$ cat config.mk
export PLATFORM = sky130hd
export DESIGN_NAME = tcu_capture_unit
export DESIGN_NICKNAME = d
export VERILOG_FILES = /design/src/tcu_pkg.sv /design/src/tcu_pin_select.sv /design/src/tcu_event_qual.sv /design/src/tcu_capture_unit.sv
export SDC_FILE = /design/constraint.sdc
export NUM_CORES = 1
export LEC_CHECK = 0
export ABC_AREA = 1
export ABC_CLOCK_PERIOD_IN_PS = 2140
export BUFFER_PORTS_ARGS = -buffer_cell sky130_fd_sc_hd__buf_2
export CAP_MARGIN = 20
export CORE_ASPECT_RATIO = 0.7
export CORE_MARGIN = 3
export CORE_UTILIZATION = 46
export DETAILED_ROUTE_END_ITERATION = 10
export GPL_ROUTABILITY_DRIVEN = 0
export HOLD_SLACK_MARGIN = 0.02
export PLACE_DENSITY = 0.71
export SYNTH_ARGS = -nofsm -noshare
export SYNTH_HDL_FRONTEND = slang
export SYNTH_SLANG_ARGS = --single-unit
$ cat constraint.sdc
create_clock -name clock -period 2.14 [get_ports clock]
set_input_delay 0.214 -clock clock [delete_from_list [all_inputs] [get_ports clock]]
set_output_delay 0.214 -clock clock [all_outputs]
set_load 0.02 [all_outputs]
$ cat src/tcu_pkg.sv
// Shared constants, types and helpers of the timer capture unit
package tcu_pkg;

  // Register byte offsets
  localparam logic [7:0] TCU_OFS_CONTROL = 8'h00;
  localparam logic [7:0] TCU_OFS_RESULT_LOW = 8'h04;
  localparam logic [7:0] TCU_OFS_RESULT_HIGH = 8'h08;
  localparam logic [7:0] TCU_OFS_IRQ_ENABLE = 8'h0C;
  localparam logic [7:0] TCU_OFS_IRQ_FLAGS = 8'h10;
  localparam logic [7:0] TCU_OFS_TIMER_CONTROL = 8'h14;
  localparam logic [7:0] TCU_OFS_TIMER_LOW = 8'h18;
  localparam logic [7:0] TCU_OFS_TIMER_HIGH = 8'h1C;
  localparam logic [7:0] TCU_OFS_ALT_PIN = 8'h20;
  localparam logic [7:0] TCU_OFS_PIN_PORT = 8'h24;

  // Field positions
  localparam int TCU_MODE_LSB = 0;
  localparam int TCU_MODE_MSB = 3;
  localparam int TCU_FLAG_BIT = 2;
  localparam int TCU_TMR_ON_BIT = 0;
  localparam int TCU_TMR_EXT_BIT = 1;
  localparam int TCU_ALT_BIT = 0;
  localparam int TCU_DIR_BIT = 0;
  localparam int TCU_LATCH_BIT = 1;

  // Reset values
  localparam logic [7:0] TCU_RST_CONTROL = 8'h00;
  localparam logic [7:0] TCU_RST_BYTE = 8'h00;
  localparam logic [7:0] TCU_RST_PIN_PORT = 8'h01;

  // Capture mode codes
  localparam logic [3:0] TCU_MODE_FALL = 4'h4;
  localparam logic [3:0] TCU_MODE_RISE = 4'h5;
  localparam logic [3:0] TCU_MODE_RISE4 = 4'h6;
  localparam logic [3:0] TCU_MODE_RISE16 = 4'h7;

  // Prescaler wrap points and instruction clock divider
  localparam logic [3:0] TCU_WRAP4 = 4'h3;
  localparam logic [3:0] TCU_WRAP16 = 4'hF;
  localparam logic [1:0] TCU_INSTR_DIV_LAST = 2'h3;

  localparam logic [1:0] TCU_HTRANS_NONSEQ = 2'h2;

  typedef struct packed {
    logic [7:0] addr;
    logic write;
    logic valid;
  } tcu_bus_req_s;

  typedef struct packed {
    logic out;
    logic oeN;
  } tcu_pin_drive_s;

  function automatic logic tcu_is_capture(input logic [3:0] mode);
    tcu_is_capture = (mode[3:2] == 2'b01);
  endfunction

endpackage

$ cat src/tcu_pin_select.sv
// Capture pin routing, pin drive and input synchroniser
`timescale 1ns/1ps
module tcu_pin_select
  import tcu_pkg::*;
(
  input wire logic clock, // System clock
  input wire logic rst_n, // Synchronous reset
  input wire logic altSelect, // Use alternate pin
  input wire logic dirInput, // Pin direction, 1 = input
  input wire logic portLatch, // Port output latch
  input wire logic pinMainIn, // Main pin level
  input wire logic pinAltIn, // Alternate pin level
  output tcu_pkg::tcu_pin_drive_s pinMainDrv, // Main pin drive
  output tcu_pkg::tcu_pin_drive_s pinAltDrv, // Alternate pin drive
  output logic pinLevel // Synchronised selected level
);
  import tcu_pkg::*;

  logic [1:0] syncFirst;
  logic [1:0] syncSecond;
  tcu_pin_drive_s next_mainDrv;
  tcu_pin_drive_s next_altDrv;

  // Unselected pin is never driven
  assign next_mainDrv = '{out: portLatch, oeN: dirInput | altSelect};
  assign next_altDrv = '{out: portLatch, oeN: dirInput | ~altSelect};

  always_ff @(posedge clock)
  begin
    if (!rst_n)
    begin
      syncFirst <= 2'h0;
      syncSecond <= 2'h0;
      pinMainDrv <= '{out: 1'b0, oeN: 1'b1};
      pinAltDrv <= '{out: 1'b0, oeN: 1'b1};
      pinLevel <= 1'b0;
    end
    else
    begin
      syncFirst <= {pinAltIn, pinMainIn};
      syncSecond <= syncFirst;
      pinMainDrv <= next_mainDrv;
      pinAltDrv <= next_altDrv;
      // Pad input is read even when driving, so own writes can capture
      pinLevel <= altSelect ? syncSecond[1] : syncSecond[0];
    end
  end
endmodule

$ cat src/tcu_event_qual.sv
// Edge detection and capture prescaler
`timescale 1ns/1ps
module tcu_event_qual
  import tcu_pkg::*;
(
  input wire logic clock, // System clock
  input wire logic rst_n, // Synchronous reset
  input wire logic pinLevel, // Synchronised pin level
  input wire logic [3:0] mode, // Capture mode select
  output logic captureEvent // One-cycle capture pulse
);
  import tcu_pkg::*;

  logic prevLevel;
  logic [3:0] prescale;
  logic [3:0] next_prescale;
  logic rise;
  logic fall;
  logic active;
  logic next_event;

  assign rise = pinLevel & ~prevLevel;
  assign fall = ~pinLevel & prevLevel;
  assign active = tcu_is_capture(mode);
  // Counter is not cleared between prescaler settings; a switch may fire early
  assign next_prescale = !active ? 4'h0 : (rise ? prescale + 4'h1 : prescale);
  assign next_event = active & (
      (mode == TCU_MODE_FALL && fall) ||
      (mode == TCU_MODE_RISE && rise) ||
      (mode == TCU_MODE_RISE4 && rise && prescale[1:0] == TCU_WRAP4[1:0]) ||
      (mode == TCU_MODE_RISE16 && rise && prescale == TCU_WRAP16));

  always_ff @(posedge clock)
  begin
    if (!rst_n)
    begin
      prevLevel <= 1'b0;
      prescale <= 4'h0;
      captureEvent <= 1'b0;
    end
    else
    begin
      prevLevel <= pinLevel;
      prescale <= next_prescale;
      captureEvent <= next_event;
    end
  end
endmodule

$ cat src/tcu_capture_unit.sv
// Timer capture unit top: AHB-Lite registers, companion timer, capture
`timescale 1ns/1ps
module tcu_capture_unit
  import tcu_pkg::*;
(
  input wire logic clock, // System clock, 20 MHz
  input wire logic rst_n, // Synchronous reset, active low
  input wire logic hsel, // AHB slave select
  input wire logic [31:0] haddr, // AHB address
  input wire logic [1:0] htrans, // AHB transfer type
  input wire logic hwrite, // AHB write
  input wire logic [2:0] hsize, // AHB size
  input wire logic [31:0] hwdata, // AHB write data
  input wire logic hready, // AHB bus ready
  output logic hreadyout, // AHB slave ready
  output logic [31:0] hrdata, // AHB read data
  output logic hresp, // AHB response, always OKAY
  input wire logic sleep, // Device in sleep
  input wire logic extTimerClk, // External timer clock pin
  input wire logic pinMainIn, // Main capture pin input
  output logic pinMainOut, // Main capture pin output
  output logic pinMainOe_n, // Main capture pin enable, low drives
  input wire logic pinAltIn, // Alternate capture pin input
  output logic pinAltOut, // Alternate capture pin output
  output logic pinAltOe_n, // Alternate capture pin enable, low drives
  output logic irq // Level interrupt
);
  import tcu_pkg::*;

  tcu_bus_req_s busReq;
  tcu_bus_req_s next_busReq;
  logic [7:0] captureControl;
  logic [7:0] resultLow;
  logic [7:0] resultHigh;
  logic [7:0] irqEnable;
  logic [7:0] irqFlags;
  logic [7:0] timerControl;
  logic [15:0] timerCount;
  logic [7:0] altPinSelect;
  logic [7:0] pinPort;
  logic [1:0] instrDiv;
  logic [2:0] extSync;
  logic instrTick;
  logic extTick;
  logic timerTick;
  logic captureEvent;
  logic pinLevel;
  tcu_pin_drive_s mainDrv;
  tcu_pin_drive_s altDrv;
  logic addrPhase;
  logic wrData;
  logic readFlags;
  logic [7:0] wb;
  logic [7:0] readByte;
  logic [31:0] next_hrdata;
  logic [7:0] next_irqFlags;
  logic next_irq;
  logic inPage;
  logic selControl;
  logic selResultLow;
  logic selResultHigh;
  logic selIrqEnable;
  logic selIrqFlags;
  logic selTimerControl;
  logic selTimerLow;
  logic selTimerHigh;
  logic selAltPin;
  logic selPinPort;
  logic wrControl;
  logic wrResultLow;
  logic wrResultHigh;
  logic wrIrqEnable;
  logic wrIrqFlags;
  logic wrTimerControl;
  logic wrTimerLow;
  logic wrTimerHigh;
  logic wrAltPin;
  logic wrPinPort;
  logic [7:0] next_captureControl;
  logic [7:0] next_irqEnable;
  logic [7:0] next_timerControl;
  logic [7:0] next_altPinSelect;
  logic [7:0] next_pinPort;
  logic [15:0] next_timerCount;

  function automatic logic wr_hit(input logic strobe, input logic [7:0] addr,
      input logic [7:0] ofs);
    wr_hit = strobe & (addr == ofs);
  endfunction

  // Bus address phase; above the lowest 256 bytes nothing is mapped
  assign addrPhase = hsel & hready & (htrans == TCU_HTRANS_NONSEQ | htrans == 2'h3);
  assign inPage = (haddr[31:8] == 24'h0);
  // Unmapped writes must not alias onto the register page
  assign next_busReq = '{addr: haddr[7:0], write: hwrite, valid: addrPhase & inPage};
  assign wrData = busReq.valid & busReq.write;
  assign wb = hwdata[7:0];
  assign readFlags = addrPhase & ~hwrite & selIrqFlags;

  // Read select, decoded in the address phase
  assign selControl = inPage & (haddr[7:0] == TCU_OFS_CONTROL);
  assign selResultLow = inPage & (haddr[7:0] == TCU_OFS_RESULT_LOW);
  assign selResultHigh = inPage & (haddr[7:0] == TCU_OFS_RESULT_HIGH);
  assign selIrqEnable = inPage & (haddr[7:0] == TCU_OFS_IRQ_ENABLE);
  assign selIrqFlags = inPage & (haddr[7:0] == TCU_OFS_IRQ_FLAGS);
  assign selTimerControl = inPage & (haddr[7:0] == TCU_OFS_TIMER_CONTROL);
  assign selTimerLow = inPage & (haddr[7:0] == TCU_OFS_TIMER_LOW);
  assign selTimerHigh = inPage & (haddr[7:0] == TCU_OFS_TIMER_HIGH);
  assign selAltPin = inPage & (haddr[7:0] == TCU_OFS_ALT_PIN);
  assign selPinPort = inPage & (haddr[7:0] == TCU_OFS_PIN_PORT);
  assign readByte = selControl ? captureControl :
      selResultLow ? resultLow :
      selResultHigh ? resultHigh :
      selIrqEnable ? irqEnable :
      selIrqFlags ? irqFlags :
      selTimerControl ? timerControl :
      selTimerLow ? timerCount[7:0] :
      selTimerHigh ? timerCount[15:8] :
      selAltPin ? altPinSelect :
      selPinPort ? pinPort : 8'h00;
  assign next_hrdata = (addrPhase & ~hwrite) ? {24'h0, readByte} : 32'h0;

  // Write strobes, decoded in the data phase
  assign wrControl = wr_hit(wrData, busReq.addr, TCU_OFS_CONTROL);
  assign wrResultLow = wr_hit(wrData, busReq.addr, TCU_OFS_RESULT_LOW);
  assign wrResultHigh = wr_hit(wrData, busReq.addr, TCU_OFS_RESULT_HIGH);
  assign wrIrqEnable = wr_hit(wrData, busReq.addr, TCU_OFS_IRQ_ENABLE);
  assign wrIrqFlags = wr_hit(wrData, busReq.addr, TCU_OFS_IRQ_FLAGS);
  assign wrTimerControl = wr_hit(wrData, busReq.addr, TCU_OFS_TIMER_CONTROL);
  assign wrTimerLow = wr_hit(wrData, busReq.addr, TCU_OFS_TIMER_LOW);
  assign wrTimerHigh = wr_hit(wrData, busReq.addr, TCU_OFS_TIMER_HIGH);
  assign wrAltPin = wr_hit(wrData, busReq.addr, TCU_OFS_ALT_PIN);
  assign wrPinPort = wr_hit(wrData, busReq.addr, TCU_OFS_PIN_PORT);

  // Next values of the software registers
  assign next_captureControl = wrControl ? wb : captureControl;
  assign next_irqEnable = wrIrqEnable ? (wb & (8'h01 << TCU_FLAG_BIT)) : irqEnable;
  assign next_timerControl = wrTimerControl ? {6'h00, wb[1:0]} : timerControl;
  assign next_altPinSelect = wrAltPin ? {7'h00, wb[TCU_ALT_BIT]} : altPinSelect;
  assign next_pinPort = wrPinPort ? {6'h00, wb[1:0]} : pinPort;

  // Flag: hardware set wins over read clear and software write
  assign next_irqFlags[TCU_FLAG_BIT] = captureEvent |
      (wrIrqFlags ? wb[TCU_FLAG_BIT] :
      (readFlags ? 1'b0 : irqFlags[TCU_FLAG_BIT]));
  assign next_irqFlags[7:TCU_FLAG_BIT + 1] = '0;
  assign next_irqFlags[TCU_FLAG_BIT - 1:0] = '0;
  assign next_irq = |(next_irqFlags & irqEnable);

  // Timer ticks: instruction clock stops in sleep, external keeps going
  assign instrTick = (instrDiv == TCU_INSTR_DIV_LAST) & ~sleep;
  assign extTick = extSync[1] & ~extSync[2];
  assign timerTick = timerControl[TCU_TMR_ON_BIT] &
      (timerControl[TCU_TMR_EXT_BIT] ? extTick : instrTick);

  // Low byte write beats high byte write and a tick in one cycle
  assign next_timerCount = wrTimerLow ? {timerCount[15:8], wb} :
      wrTimerHigh ? {wb, timerCount[7:0]} :
      timerTick ? timerCount + 16'h0001 : timerCount;

  tcu_pin_select u_pin_select (
    .clock(clock),
    .rst_n(rst_n),
    .altSelect(altPinSelect[TCU_ALT_BIT]),
    .dirInput(pinPort[TCU_DIR_BIT]),
    .portLatch(pinPort[TCU_LATCH_BIT]),
    .pinMainIn(pinMainIn),
    .pinAltIn(pinAltIn),
    .pinMainDrv(mainDrv),
    .pinAltDrv(altDrv),
    .pinLevel(pinLevel)
  );

  tcu_event_qual u_event_qual (
    .clock(clock),
    .rst_n(rst_n),
    .pinLevel(pinLevel),
    .mode(captureControl[TCU_MODE_MSB:TCU_MODE_LSB]),
    .captureEvent(captureEvent)
  );

  assign pinMainOut = mainDrv.out;
  assign pinMainOe_n = mainDrv.oeN;
  assign pinAltOut = altDrv.out;
  assign pinAltOe_n = altDrv.oeN;

  // Bus handshake; zero wait states
  always_ff @(posedge clock)
  begin
    if (!rst_n)
    begin
      busReq <= '0;
      hreadyout <= 1'b0;
      hrdata <= 32'h0;
      hresp <= 1'b0;
    end
    else
    begin
      busReq <= next_busReq;
      hreadyout <= 1'b1;
      hrdata <= next_hrdata;
      hresp <= 1'b0;
    end
  end

  // Capture flag and interrupt line
  always_ff @(posedge clock)
  begin
    if (!rst_n)
    begin
      irq <= 1'b0;
      irqFlags <= TCU_RST_BYTE;
    end
    else
    begin
      irq <= next_irq;
      irqFlags <= next_irqFlags;
    end
  end

  // Software configuration registers
  always_ff @(posedge clock)
  begin
    if (!rst_n)
    begin
      captureControl <= TCU_RST_CONTROL;
      irqEnable <= TCU_RST_BYTE;
      timerControl <= TCU_RST_BYTE;
      altPinSelect <= TCU_RST_BYTE;
      pinPort <= TCU_RST_PIN_PORT;
    end
    else
    begin
      captureControl <= next_captureControl;
      irqEnable <= next_irqEnable;
      timerControl <= next_timerControl;
      altPinSelect <= next_altPinSelect;
      pinPort <= next_pinPort;
    end
  end

  // Capture result; capture wins over a same-cycle software write
  always_ff @(posedge clock)
  begin
    if (!rst_n)
    begin
      resultLow <= TCU_RST_BYTE;
      resultHigh <= TCU_RST_BYTE;
    end
    else if (captureEvent)
    begin
      resultLow <= timerCount[7:0];
      resultHigh <= timerCount[15:8];
    end
    else
    begin
      if (wrResultLow)
        resultLow <= wb;
      if (wrResultHigh)
        resultHigh <= wb;
    end
  end

  // Tick sources; the external clock pin passes a synchroniser first
  always_ff @(posedge clock)
  begin
    if (!rst_n)
    begin
      instrDiv <= 2'h0;
      extSync <= 3'h0;
    end
    else
    begin
      extSync <= {extSync[1:0], extTimerClk};
      if (!sleep)
        instrDiv <= instrDiv + 2'h1;
    end
  end

  // Companion timer
  always_ff @(posedge clock)
  begin
    if (!rst_n)
      timerCount <= 16'h0000;
    else
      timerCount <= next_timerCount;
  end
endmodule

-- Yosys cells after proc, flatten, opt, wreduce, memory -nomap -nowiden
Cells that the tools add are included.
- add/sub/neg operators: 3
- equal/unequal tests: 29
- muxes and demuxes: 22
- bitwise operators: 44
- reductions and logical operators: 21
- operators with widths (kind ; count):
    8-bit two-way mux ; 13
    8-bit by 5-bit equality test with 1-bit output (second input constant) ; 8
    1-bit bitwise AND ; 32
    8-bit by 4-bit equality test with 1-bit output (second input constant) ; 4
    8-bit by 6-bit equality test with 1-bit output (second input constant) ; 4
    16-bit two-way mux ; 2
    24-bit logical NOT ; 1
    16-bit by 1-bit adder with 16-bit output (second input constant) ; 1
    4-bit by 3-bit equality test with 1-bit output (second input constant) ; 4
    8-bit by 3-bit equality test with 1-bit output (second input constant) ; 2
    8-bit logical NOT ; 2
    2-bit equality test (second input constant) ; 4
    2-bit AND reduction ; 4
    2-bit nonzero test ; 4
    8-bit OR reduction ; 1
    1-bit NOT ; 7
    1-bit logical AND ; 6
    1-bit two-way mux ; 5
    4-bit by 1-bit adder with 4-bit output (second input constant) ; 1
    4-bit equality test (second input constant) ; 1
    2-bit two-way mux ; 2
    1-bit bitwise OR ; 4
    3-bit bitwise AND ; 1
    1-bit logical OR ; 3
    other kinds (3) ; 3
- bits in registers: 117
- bits of input ports: 78
- output and inout bits: 39
- logic and storage cells: 148

-- Depth between registers and ports, before layout
Gate-level depths: netlist of run 1.
- depth after elaboration: 12
- depth in mapped cells: 15
- depth with buffers taken out: 15

-- Hierarchy
Synthesis of run 1 repeated with hierarchy kept, for this count alone.
- cell total of the unflattened synthesis: 615
- area total of the unflattened synthesis: 4455.5 um^2
- by module, submodules not included (module ; times used ; cells an instance ; area an instance (um^2) ; sequential area each (um^2)):
    tcu_capture_unit ; 1 ; 543 ; 3915.0 ; 1441.4
    tcu_event_qual ; 1 ; 44 ; 296.5 ; 120.1
    tcu_pin_select ; 1 ; 28 ; 244.0 ; 160.2

-- Worst setup path after synthesis of run 1
Ideal clock, no wire load.
- kind: register -> register
- start point: register timerCount[0]
- end point: register timerCount[14]
- library setup time: 0.132 ns
- data arrival time: 1.565 ns
- data required time: 2.008 ns
- path slack: 0.442 ns
- stages on the path, launching flop included: 10
- path buffers: 0
- period minus slack after synthesis: 1.698 ns
- cell sequence: dfxtp_1 -> ha_1 -> nand3_1 -> nor3_2 -> nand2_1 -> nor2_1 -> nand3_1 -> xor2_1 -> o21ai_1 -> a21oi_1
- cells in the longest elaborated chain, start to end: 3
- RTL lines (what ; line ; text):
    from (decl) ; tcu_capture_unit.sv:38 ; logic [15:0] timerCount;
    from (signal assigned) ; tcu_capture_unit.sv:286 ; timerCount <= next_timerCount;
    16-bit by 1-bit adder with 16-bit output ; tcu_capture_unit.sv:159 ; timerTick ? timerCount + 16'h0001 : timerCount;
    16-bit two-way mux ; tcu_capture_unit.sv:159 ;
    16-bit two-way mux ; tcu_capture_unit.sv:158 ; wrTimerHigh ? {wb, timerCount[7:0]} :
Every way passes these cells. The select of a mux whose other input is x is not followed.
A chain may end at the register's enable or synchronous reset.

-- Final worst setup path of run 1
- start point: register timerCount[1]
- end point: register timerCount[14]
Same word-level chain as after synthesis.

==> results of run 1 <==
==> cell usage after synthesis (9+ instances only) <==
master / number
sky130_fd_sc_hd__nand2_1: 125
sky130_fd_sc_hd__a22oi_1: 12
sky130_fd_sc_hd__nor2_1: 56
sky130_fd_sc_hd__buf_4: 27
sky130_fd_sc_hd__a21oi_1: 62
sky130_fd_sc_hd__o21ai_0: 37
sky130_fd_sc_hd__inv_1: 81
sky130_fd_sc_hd__o21ai_1: 11
sky130_fd_sc_hd__dfxtp_1: 86
sky130_fd_sc_hd__a31oi_1: 10
sky130_fd_sc_hd__nand3_1: 24
sky130_fd_sc_hd__clkbuf_1: 9
sky130_fd_sc_hd__nand4_1: 9
sky130_fd_sc_hd__nor3_1: 10
==> per-layer routing <==
layer  track usage [%]  up-vias  routed length (um)
met5                 0        -                   0
met4              6.40        0                 132
met3              8.65       13                1200
met2              33.7      165                4930
met1              31.7     1911                5360
li1                  -     2114                   -
==> state kept, by name (all words and copies together), names as in the netlist, 2 cells and up <==
signal and count:
u_pin_select.syncSecond 2, timerCount 16, resultLow 8, hrdata 8, pinPort 2, timerControl 2, u_pin_select.pinMainDrv 2, busReq 10
captureControl 8, u_event_qual.prescale 4, u_pin_select.syncFirst 2, instrDiv 2, resultHigh 8, extSync 3
==> tightest hold or removal path, stage by stage <==
cell and delay, ns:
sky130_fd_sc_hd__buf_2 0.07, sky130_fd_sc_hd__nand2_1 0.04, sky130_fd_sc_hd__inv_1 0.04
==> final timing paths <==
| path | start | endpoint |
|---|---|---|
| max | timerCount[1]$_SDFFE_PN0P_ | timerCount[14]$_SDFFE_PN0P_ |
| min | pinAltIn | u_pin_select.syncFirst[1]$_SDFF_PN0_ |
| max reg2reg | timerCount[1]$_SDFFE_PN0P_ | timerCount[14]$_SDFFE_PN0P_ |
| min reg2reg | extSync[0]$_SDFF_PN0_ | extSync[1]$_SDFF_PN0_ |
==> timing repair <==
action / 4_1_cts / 5_1_grt
setup endpoints to repair: 0 / 6
hold endpoints to repair: 0 / 0
buffers inserted: 0 / 0
resized for setup: 0 / 1
==> power groups by stage <==
stage / registers [uW] / logic (uW) / clock network, uW
finish: 1630 / 207 / 1470
global route: 1630 / 229 / 1550
CTS: 1630 / 203 / 1490
detailed placement: 1670 / 203 / 0
global placement: 1660 / 197 / 0
floorplan: 1660 / 153 / 0
==> layout make-up <==
type	count	area, um^2	share of cell area [%]
repair buffers	73	390	7.77
inverters	87	334	6.65
clock inverters	3	18.8	0.373
clock buffers	13	260	5.18
flip-flops and latches	86	1720	34.3
well taps	124	155	3.09
multi-input cells	432	2150	42.7
==> stage by stage <==
stage               worst slack (ns)  util [%]  hold slack, ns  area (um^2)  std cells
floorplan                      0.442         -           0.242         4460        646
global placement               0.282      51.9           0.396         4740        802
detailed placement             0.261      51.9           0.400         4740        802
CTS                            0.246      54.9          0.0513         5020        818
global route                 0.00614      55.0          0.0585         5030        818
finish                         0.271      55.0          0.0591         5030        818
==> cells by family (layout without fill, tap and decap cells) <==
logic type | after synthesis | after routing
flops | 86 | 86
buf+inv | 128 | 176
simple gates | 251 | 251
other cells | 1 | 25
compound gates | 146 | 146
xor+xnor | 7 | 7
fa+ha+maj | 3 | 3
==> cell usage in the layout (no fill, tap or decap), types with 4 or more instances in the layout <==
cell type	count
sky130_fd_sc_hd__nor2_2	5
sky130_fd_sc_hd__o21ai_1	11
sky130_fd_sc_hd__buf_4	10
sky130_fd_sc_hd__xor2_1	5
sky130_fd_sc_hd__clkbuf_16	9
sky130_fd_sc_hd__nand2_2	5
sky130_fd_sc_hd__a21oi_2	4
sky130_fd_sc_hd__nand3_1	24
sky130_fd_sc_hd__buf_2	63
sky130_fd_sc_hd__nor2_1	56
sky130_fd_sc_hd__a21oi_1	62
sky130_fd_sc_hd__o21ai_0	37
sky130_fd_sc_hd__a22oi_1	12
sky130_fd_sc_hd__nor3_1	10
sky130_fd_sc_hd__conb_1	25
sky130_fd_sc_hd__a31oi_1	10
sky130_fd_sc_hd__nand4_1	9
sky130_fd_sc_hd__nand2_1	125
sky130_fd_sc_hd__inv_1	80
sky130_fd_sc_hd__dfxtp_1	86
==> summary.md, run 1 <==
| Metric | Value |
|---|---|
| Number of fill cells in the layout | `896` |
| Combinational Power Share | `6.2%` |
| Summed negative setup slack over all endpoints | `0 ns` |
| Part of the power in the clock network | `between 40% and 50%` |
| Proportion of netlist area held by the largest area contributor | `roughly 39%` |
| Part of the Yosys area used for sequential elements | `between 30% and 40%` |
| Die height | `~90 um` |
| Part of the total power dissipated in sequential elements | `49.3%` |
| CTS clk-pin slew, worst paths | `roughly 0.060 ns` |
| Via count of the first global-routing pass | `about 4000` |
| TritonCTS clock tree | `yes` |
| Top_reg_cell synth | `sky130_fd_sc_hd__dfxtp_1` |
| Fin. Hold Viols | `0` |
| Switching power summed over all nets | `just under 800 uW` |
| Cell type of the slowest stage on the worst timing path | `sky130_fd_sc_hd__dfxtp_1` |
| CTS hold repair buffers | `0` |
| DIE WIDTH | `123 um` |
| Floorplan row count | `29` |
| Worst path top cell family by delay | `simple AND/OR/NAND/NOR gates` |
| Main combinational cell family by area after synthesis | `simple AND/OR/NAND/NOR gates` |
| Worst setup path class | `register to register` |
| Core Footprint | `a little over 9000 um^2` |
| Synth top area cells | `sky130_fd_sc_hd__dfxtp_1 (39%), sky130_fd_sc_hd__nand2_1 (11%), sky130_fd_sc_hd__a21oi_1 (7.1%)` |
| Max Buffers Root-to-Sink | `2` |
| Design internal power | `2530 uW` |
| Die Outline Area | `10700 um^2` |
| Per-instance average area after synthesis | `around 7.0 um^2` |
| Maximum number of pins on one net before global-route repair | `43` |
| Largest area contributor in the netlist | `sky130_fd_sc_hd__dfxtp_1` |
| Via count | `around 4200` |
| Quantity of I/O buffers inserted on ports | `between 60 and 70` |
| Clock root buffer master | `sky130_fd_sc_hd__clkbuf_16` |
| Compound-gate portion of the synthesized area | `about a fifth` |
| Seq cells post-synth | `between 80 and 90` |
| CTS Buf Count | `9` |
| Clock latency at the later pin of the worst-skew pair | `between 0.3 and 0.4 ns` |
| Net count, final | `770` |
| DPL Wire Length | `slightly below 9 mm` |
| Mux cell area share after synthesis | `0%` |
| Total Power | `3310 uW` |
| Maximum fanout count along the critical path | `5` |
| Total wirelength of the detailed-routed design | `11.6 mm` |
| Number of DRC markers after the initial detailed-route iteration | `360` |
| Final routed wire length divided by cell count | `14.2 um` |
| Result of the run | `complete, no violations` |
| Number of gates on the worst path with buffers counted | `9` |
| Proportion of layout cells with a drive suffix above 1 | `approximately 17%` |
| Most repeated library cell on the critical path | `sky130_fd_sc_hd__nand3_1` |
| Post-DR vias/cell | `about 5.1` |
| EDFF count, synth | `0` |
| Number of warning messages in the yosys log | `0` |
| Hold Path Depth | `3` |
| Fin. max-slew vios | `0` |
| Number of antenna violations at the first check in global routing | `0` |
| Min Tclk post-route | `1.87 ns` |
| Highest Clock Rate | `0.535 GHz` |
| Initial core utilization | `a little under half` |
| Post-synthesis cell area | `about 4400 um^2` |
| IR drop worst, VDD | `0.321 mV` |
| Total congestion overflow | `0` |
| Worst-Margin Slew | `about 0.67 ns` |
| Area share of xor/xnor cells in the synthesized design | `between 1 and 1.5%` |
| Slack of the worst reg-to-reg path | `~0.27 ns` |
| Required time at the worst-slack endpoint | `~2.4 ns` |
| # Max-Cap Violations | `0` |
| First-pass DRT Iterations | `5` |
| Worst Reg2Reg Path Length in Cells | `9` |
| Layout overhead on the synthesized area | `14.9%` |
| Element type at the critical path start | `register` |
| # diodes | `0` |
| # IOs | `roughly 120` |
| Switch share | `a little under a quarter` |
| Final period utilization | `between 80 and 90%` |
| Htree depth | `3` |
| First-pass GRT wire length | `slightly below 20 mm` |
| Cells along the critical path | `ha_1, nand3_1, nor3_2, nand2_1, nor2_1, nand3_1, xor2_1, o21ai_1, a21oi_1` |
| Count of distinct cell types in the synthesized netlist | `45` |
| Count of buffering cells on the critical path with inverters included | `0` |
| Slew headroom | `55.0%` |
| Count of final setup violators | `0` |
| Synthesized-area fraction occupied by adder cells | `0.858%` |
| Path class of the lowest-slack min-delay path | `input port to register` |
| Maximum clock skew at final layout | `around 0.0073 ns` |
| Global Route Usage Sum | `a little under a quarter` |
| Setup repair after global routing missed its margin | `no` |
| Clock sink count | `between 80 and 90` |
| Ys async rst share | `0%` |
| Detailed-route DRC error count | `0` |
| Delay of the slowest cell on the worst path | `0.45 ns` |
| Leakage power | `0.00220 uW` |
| Arrival time of the worst setup path | `approximately 2.1 ns` |
| Gate count of the mapped netlist | `~620` |
| Power density cells | `approximately 660 nW/um^2` |
| Number of nets still failing antenna checks after routing | `0` |
| Type of destination of the critical path | `register` |
| Share of synthesized cell area in and, or, nand and nor gates | `between 20% and 30%` |
Note: power is estimated with default switching activity, not from simulation.
==> run 2: changes to the inputs <==
SETUP_SLACK_MARGIN = 0.3   (was not set)
==> run 2 against run 1 <==
Effect of this change:
- clock-buffer cell count is the same
- sequential share of layout area shrank 1.4 points
- global-route usage is essentially flat
- routed wire length grew 4.2%
- first-iteration DRC count grew 1.4%
- total power shrank 0.18%
- critical path depth grew 1
- largest cell class unchanged
- die area is the same
- core utilization grew 2.5 points
- highest routed layer unchanged
- fmax grew 4.5%
- non-clock buffer count grew 12
- hold slack gained 0.0017 ns
==> summary.md, run 2 (synthesized netlist as in run 1, its figures left out) <==
| Metric | Value |
|---|---|
| Proportion of layout cells with a drive suffix above 1 | `20.5% (+3.5 points)` |
| Core Footprint | `9140 um^2 (unchanged)` |
| Power density cells | `628 nW/um^2 (-4.6%)` |
| IR drop worst, VDD | `0.323 mV (+0.39%)` |
| First-pass DRT Iterations | `6 (+1)` |
| Cell type of the slowest stage on the worst timing path | `sky130_fd_sc_hd__dfxtp_1` |
| Final design utilization | `57.5% (+2.5 points)` |
| Arrival time of the worst setup path | `2.05 ns (-0.03 ns)` |
| Number of nets still failing antenna checks after routing | `0 (unchanged)` |
| DPL Wire Length | `8.84 mm (unchanged)` |
| Result of the run | `complete, no violations` |
| Post-DR vias/cell | `5.24 (+1.9%)` |
| Most common cell after layout, fill and taps aside | `sky130_fd_sc_hd__nand2_1` |
| Worst-Margin Slew | `0.685 ns (+0.0127 ns)` |
| Min Tclk post-route | `1.79 ns (-0.0809 ns)` |
| Number of fill cells in the layout | `857 (-4.4%)` |
| DIE WIDTH | `123 um (unchanged)` |
| Most frequent cells in the layout | `sky130_fd_sc_hd__nand2_1 (123), sky130_fd_sc_hd__dfxtp_1 (84), sky130_fd_sc_hd__inv_1 (79), sky130_fd_sc_hd__buf_2 (63), sky130_fd_sc_hd__a21oi_1 (62)` |
| Largest registers | `timerCount: 16 flops, busReq: 10 flops` |
| Floorplan row count | `29 (unchanged)` |
| Maximum fanout count along the critical path | `8 (+3)` |
| Max Buffers Root-to-Sink | `2 (unchanged)` |
| Cells along the critical path | `or2_4, nor4_4, inv_2, nor2_4, clkinv_4, nand2_8, inv_4, o21ai_1, o31ai_1, a21oi_1` |
| Fin. Hold Viols | `0 (unchanged)` |
| Slew headroom | `54.3% (-0.75 points)` |
| Highest Clock Rate | `0.559 GHz (+4.5%)` |
| Net count, final | `783 (+1.7%)` |
| Detailed-route DRC error count | `0 (unchanged)` |
| Layout overhead on the synthesized area | `20.2%` |
| Leakage power | `0.00231 uW (+5.0%)` |
| Element type at the critical path start | `register` |
| TritonCTS clock tree | `yes` |
| Final routed wire length divided by cell count | `14.6 um (+2.6%)` |
| Number of gates on the worst path with buffers counted | `10 (+1)` |
| Count of final setup violators | `0 (unchanged)` |
| Count of buffering cells on the critical path with inverters included | `3 (+3)` |
| Hold Path Depth | `3 (unchanged)` |
| Setup repair after global routing missed its margin | `yes` |
| Maximum number of pins on one net before global-route repair | `43 (unchanged)` |
| CTS Buf Count | `9 (unchanged)` |
| Fin. max-slew vios | `0 (unchanged)` |
| Clock sink count | `86 (unchanged)` |
| # diodes | `0 (unchanged)` |
| Setup WS post-layout | `0.352 ns (+0.0809 ns)` |
| Number of DRC markers after the initial detailed-route iteration | `365 (+1.4%)` |
| Path class of the lowest-slack min-delay path | `input port to register` |
| Required time at the worst-slack endpoint | `2.40 ns (+0.05 ns)` |
| Maximum clock skew at final layout | `0.00637 ns (-0.000951 ns)` |
| # Max-Cap Violations | `0 (unchanged)` |
| Type of destination of the critical path | `register` |
| Worst Reg2Reg Path Length in Cells | `10 (+1)` |
| Total wirelength of the detailed-routed design | `12.1 mm (+4.2%)` |
| # IOs | `117 (unchanged)` |
| CTS clk-pin slew, worst paths | `0.06 ns (about the same)` |
| Die Outline Area | `10700 um^2 (unchanged)` |
| Worst path top cell family by delay | `simple AND/OR/NAND/NOR gates` |
| Summed negative setup slack over all endpoints | `0 ns (unchanged)` |
| Delay of the slowest cell on the worst path | `0.30 ns (-0.15 ns)` |
| Post-placement setup slack | `0.261 ns (unchanged)` |
| Number of antenna violations at the first check in global routing | `0 (unchanged)` |
| Final period utilization | `83.5% (-3.8 points)` |
| Worst setup path class | `register to register` |
| Initial core utilization | `47.8% (unchanged)` |
| Via count | `4352 (+3.5%)` |
| Total congestion overflow | `0 (unchanged)` |
| Clock root buffer master | `sky130_fd_sc_hd__clkbuf_16` |
| Via count of the first global-routing pass | `4001 (unchanged)` |
| Quantity of I/O buffers inserted on ports | `63 (unchanged)` |
| Htree depth | `3 (unchanged)` |
| First-pass GRT wire length | `19.2 mm (about the same)` |
| Most flops, register | `timerCount` |
| Global Route Usage Sum | `22.9% (about the same)` |
| Clock latency at the later pin of the worst-skew pair | `0.34 ns (about the same)` |
| Die height | `87.6 um (unchanged)` |
| Largest register FFs | `16 (unchanged)` |
## run 2: cell type report
cell class / instances / area, um^2 / share of cell area (%)
clock inverter: 3 / 18.8 / 0.357
clock buffer: 13 / 260 / 4.95
inverter: 87 / 343 / 6.52
timing repair inverter: 1 / 7.51 / 0.143
multi-input combinational: 432 / 2250 / 42.8
timing repair buffer: 85 / 497 / 9.45
tap: 124 / 155 / 2.95
sequential: 86 / 1730 / 32.8
## run 2: repair_timing
| action | in CTS | in global routing |
|---|---|---|
| cloned | 0 | 1 |
| endpoints found under the setup margin | 7 | 34 |
| hold buffers | 0 | 0 |
| gates resized for setup | 2 | 29 |
| pin swaps | 0 | 6 |
| buffers inserted | 0 | 12 |
## run 2: path summary, 6_finish.rpt
kind                              start                              endpoint  slack (ns)
setup / recovery   busReq[8]$_SDFF_PN0_            timerCount[7]$_SDFFE_PN0P_        0.35
hold / removal                 pinAltIn  u_pin_select.syncFirst[1]$_SDFF_PN0_        0.06
setup reg to reg   busReq[8]$_SDFF_PN0_            timerCount[7]$_SDFFE_PN0P_        0.35
hold reg to reg   extSync[0]$_SDFF_PN0_                 extSync[1]$_SDFF_PN0_        0.41
## run 2: worst min-delay path: stages
cell,delay (ns)
sky130_fd_sc_hd__buf_2,0.07
sky130_fd_sc_hd__nand2_1,0.04
sky130_fd_sc_hd__inv_1,0.04
## run 2: through the flow
step | std cells | total power (uW) | hold slack (ns) | area [um^2]
finish | 831 | 3300 | 0.0607 | 5260
global route | 831 | 3410 | 0.0585 | 5260
CTS | 818 | 3320 | 0.0513 | 5030
detailed placement | 802 | 1870 | 0.400 | 4740
global placement | 802 | 1860 | 0.396 | 4740
floorplan | 646 | 1820 | 0.242 | 4460
## run 2: per-layer routing
metal	vias up	part of all wire [%]	global-route usage (%)	routed length (um)
li1	2141	-	-	-
met1	1980	46	31.6	5560
met2	216	43	33.7	5170
met3	15	10	8.65	1270
met4	0	1.0	6.40	125
met5	-	0	0	0
## run 2: report_power, final
part | internal [uW] | switching (uW)
combinational | 61.6 | 147
clock | 849 | 612
sequential | 1620 | 9.82
==> run 3: changes to the inputs <==
ABC_CLOCK_PERIOD_IN_PS = 1600   (was 2140)
PLACE_DENSITY = 0.74   (was 0.71)
clock period = 1.6 ns   (was 2.14 ns; I/O delays follow)
==> run 3 against run 2 <==
Effect of this change:
- the run now ends with negative setup slack left
- critical path type unchanged
- flip-flop and latch count is the same
- clock-buffer cell count fell by 3
- core utilization increased by 10 points
- highest routed layer unchanged
- combinational power up 88%
- critical path depth grew 1
- via count up 7.2%
- total power increased by 43%
==> summary.md, run 3 (synthesized netlist as in run 1, its figures left out) <==
| Metric | Value |
|---|---|
| Max Buffers Root-to-Sink | `2 (unchanged)` |
| # diodes | `0 (unchanged)` |
| # Max-Cap Violations | `0 (unchanged)` |
| Die Outline Area | `10700 um^2 (unchanged)` |
| DIE WIDTH | `123 um (unchanged)` |
| Highest Clock Rate | `0.584 GHz (+4.5%)` |
| Path class of the lowest-slack min-delay path | `input port to register` |
| First-pass DRT Iterations | `5 (-1)` |
| Delay of the slowest cell on the worst path | `0.30 ns (about the same)` |
| Final design utilization | `67.6% (+10 points)` |
| Htree depth | `3 (unchanged)` |
| Leakage power | `0.00263 uW (+14%)` |
| Slack of the worst reg-to-reg path | `-0.11 ns (-0.46 ns)` |
| Maximum clock skew at final layout | `0.00730 ns (+0.000928 ns)` |
| DPL Wire Length | `9.51 mm (+7.7%)` |
| Number of antenna violations at the first check in global routing | `0 (unchanged)` |
| Power density cells | `766 nW/um^2 (+22%)` |
| Quantity of I/O buffers inserted on ports | `63 (unchanged)` |
| Most congested layer reported by global routing | `met2` |
| Layout overhead on the synthesized area | `41.2%` |
| First-pass GRT wire length | `21.2 mm (+10%)` |
| Total congestion overflow | `0 (unchanged)` |
| Met1 track demand over resource | `32.6% (+0.98 points)` |
| Global Route Usage Sum | `25.6% (+2.7 points)` |
| Most flops, register | `timerCount` |
| Most frequent cells in the layout | `sky130_fd_sc_hd__nand2_1 (103), sky130_fd_sc_hd__dfxtp_1 (80), sky130_fd_sc_hd__inv_1 (74), sky130_fd_sc_hd__buf_2 (52), sky130_fd_sc_hd__a21oi_1 (49)` |
| Setup repair after global routing missed its margin | `yes` |
| Largest register FFs | `16 (unchanged)` |
| Count of final setup violators | `37 (+37)` |
| Element type at the critical path start | `register` |
| Net count, final | `828 (+5.7%)` |
| Worst setup path class | `register to register` |
| Fin Hold WS | `0.0315 ns (-0.0293 ns)` |
| Number of DRC markers after the initial detailed-route iteration | `411 (+13%)` |
| Core Footprint | `9140 um^2 (unchanged)` |
| Largest registers | `timerCount: 16 flops, busReq: 10 flops` |
| Worst Reg2Reg Path Length in Cells | `11 (+1)` |
| End of the worst register-to-register path | `irq$_SDFF_PN0_` |
| Fin. max-slew vios | `0 (unchanged)` |
| CTS clk-pin slew, worst paths | `0.06 ns (about the same)` |
| CTS Buf Count | `9 (unchanged)` |
| Detailed-route DRC error count | `0 (unchanged)` |
| Min Tclk post-route | `1.71 ns (-0.0768 ns)` |
| Setup WS post-layout | `-0.111 ns (-0.463 ns)` |
| Number of gates on the worst path with buffers counted | `11 (+1)` |
| Count of buffering cells on the critical path with inverters included | `4 (+1)` |
| Cells along the critical path | `or2_4, nor4_4, buf_6, buf_4, buf_6, buf_6, nand2_4, o21ai_2, o21bai_4, nand2_2, nor2_2` |
| Launch point of the critical path | `busReq[9]$_SDFF_PN0_` |
| # IOs | `117 (unchanged)` |
| Type of destination of the critical path | `register` |
| Clock sink count | `86 (unchanged)` |
| Post-DR vias/cell | `5.33 (+1.7%)` |
| IR drop worst, VDD | `0.544 mV (+68%)` |
| Fin. Hold Viols | `0 (unchanged)` |
| Result of the run | `finished with violations` |
| Total wirelength of the detailed-routed design | `14.0 mm (+16%)` |
| Final period utilization | `107% (+23 points)` |
| Via count of the first global-routing pass | `4411 (+10%)` |
| Arrival time of the worst setup path | `2.00 ns (-0.05 ns)` |
| Global routing met3 resource utilization | `4.91% (-3.7 points)` |
| Initial core utilization | `47.8% (unchanged)` |
| Most common cell after layout, fill and taps aside | `sky130_fd_sc_hd__nand2_1` |
| Floorplan row count | `29 (unchanged)` |
| Number of nets still failing antenna checks after routing | `0 (unchanged)` |
| Worst path top cell family by delay | `simple AND/OR/NAND/NOR gates` |
| Required time at the worst-slack endpoint | `1.89 ns (-0.51 ns)` |
| Worst setup path endpoint | `irq$_SDFF_PN0_` |
| Violations in the final reports | `negative setup slack` |
| Global-route track usage on met2 | `44.1% (+10 points)` |
| Via count | `4665 (+7.2%)` |
| Cell type of the slowest stage on the worst timing path | `sky130_fd_sc_hd__dfxtp_1` |
| Maximum fanout count along the critical path | `3 (-5)` |
| Most repeated library cell on the critical path | `sky130_fd_sc_hd__buf_6` |
| Clock root buffer master | `sky130_fd_sc_hd__clkbuf_16` |
| Maximum number of pins on one net before global-route repair | `29 (-33%)` |
| Proportion of layout cells with a drive suffix above 1 | `36.2% (+16 points)` |
| Die height | `87.6 um (unchanged)` |
| Clock latency at the later pin of the worst-skew pair | `0.35 ns (about the same)` |
| TritonCTS clock tree | `yes` |
| Worst reg2reg path startpoint | `busReq[9]$_SDFF_PN0_` |
| Final routed wire length divided by cell count | `16.0 um (+9.6%)` |
run 3: what timing repair did:
action                                 CTS  global route
buffers inserted                         9             3
hold buffers                             6             0
gates resized for setup                 64            79
cloned                                   2             0
setup endpoints to repair               54            56
pin swaps                               29            45
endpoints found under the hold margin    6             0
run 3: area by class of cell:
| cell class | instances | area, um^2 |
|---|---|---|
| multi-input cells | 433 | 2670 |
| repair inverters | 1 | 7.51 |
| flip-flops and latches | 86 | 1740 |
| well taps | 124 | 155 |
| repair buffers | 129 | 952 |
| inverters | 87 | 352 |
| clock inverters | 6 | 68.8 |
| clock buffers | 10 | 239 |
| fillers | 723 | 2970 |
run 3: power by group:
part / internal (uW) / switching, uW
Clock: 1260 / 900
Combinational: 142 / 251
Sequential: 2160 / 12.9
run 3: how the worst min path moves through the flow:
stage	startpoint	to	slack (ns)	depth (start not counted)
after floorplan	rst_n	hreadyout$_DFF_P_	0.19	0
after global placement	extTimerClk	extSync[0]$_SDFF_PN0_	0.34	3
after detailed placement	pinMainIn	u_pin_select.syncFirst[0]$_SDFF_PN0_	0.35	3
after CTS	haddr[4]	busReq[6]$_SDFF_PN0_	0.02	3
after global routing	haddr[4]	busReq[6]$_SDFF_PN0_	0.03	3
final	haddr[0]	busReq[2]$_SDFF_PN0_	0.03	3
run 3: tightest hold or removal path, stage by stage:
cell,delay [ns]
sky130_fd_sc_hd__buf_2,0.10
sky130_fd_sc_hd__nand2_1,0.05
sky130_fd_sc_hd__inv_1,0.04
run 3: through the flow:
stage	instances	instance area (um^2)	TNS, ns	setup WS (ns)	power (uW)
finish	876	6180	-2.38	-0.111	4730
global route	876	6180	-4.65	-0.179	4850
CTS	873	5880	-0.568	-0.0774	4690
detailed placement	840	5180	-1.22	-0.0882	2530
global placement	840	5180	-0.373	-0.0586	2520
floorplan	646	4640	0	0.0465	2440
run 3: layer usage:
| layer | share of wire (%) | wire (um) |
|---|---|---|
| met3 | 7.3 | 1030 |
| met4 | 2.7 | 380 |
| met1 | 41 | 5810 |
| met2 | 48 | 6780 |
| met5 | 0 | 0 |
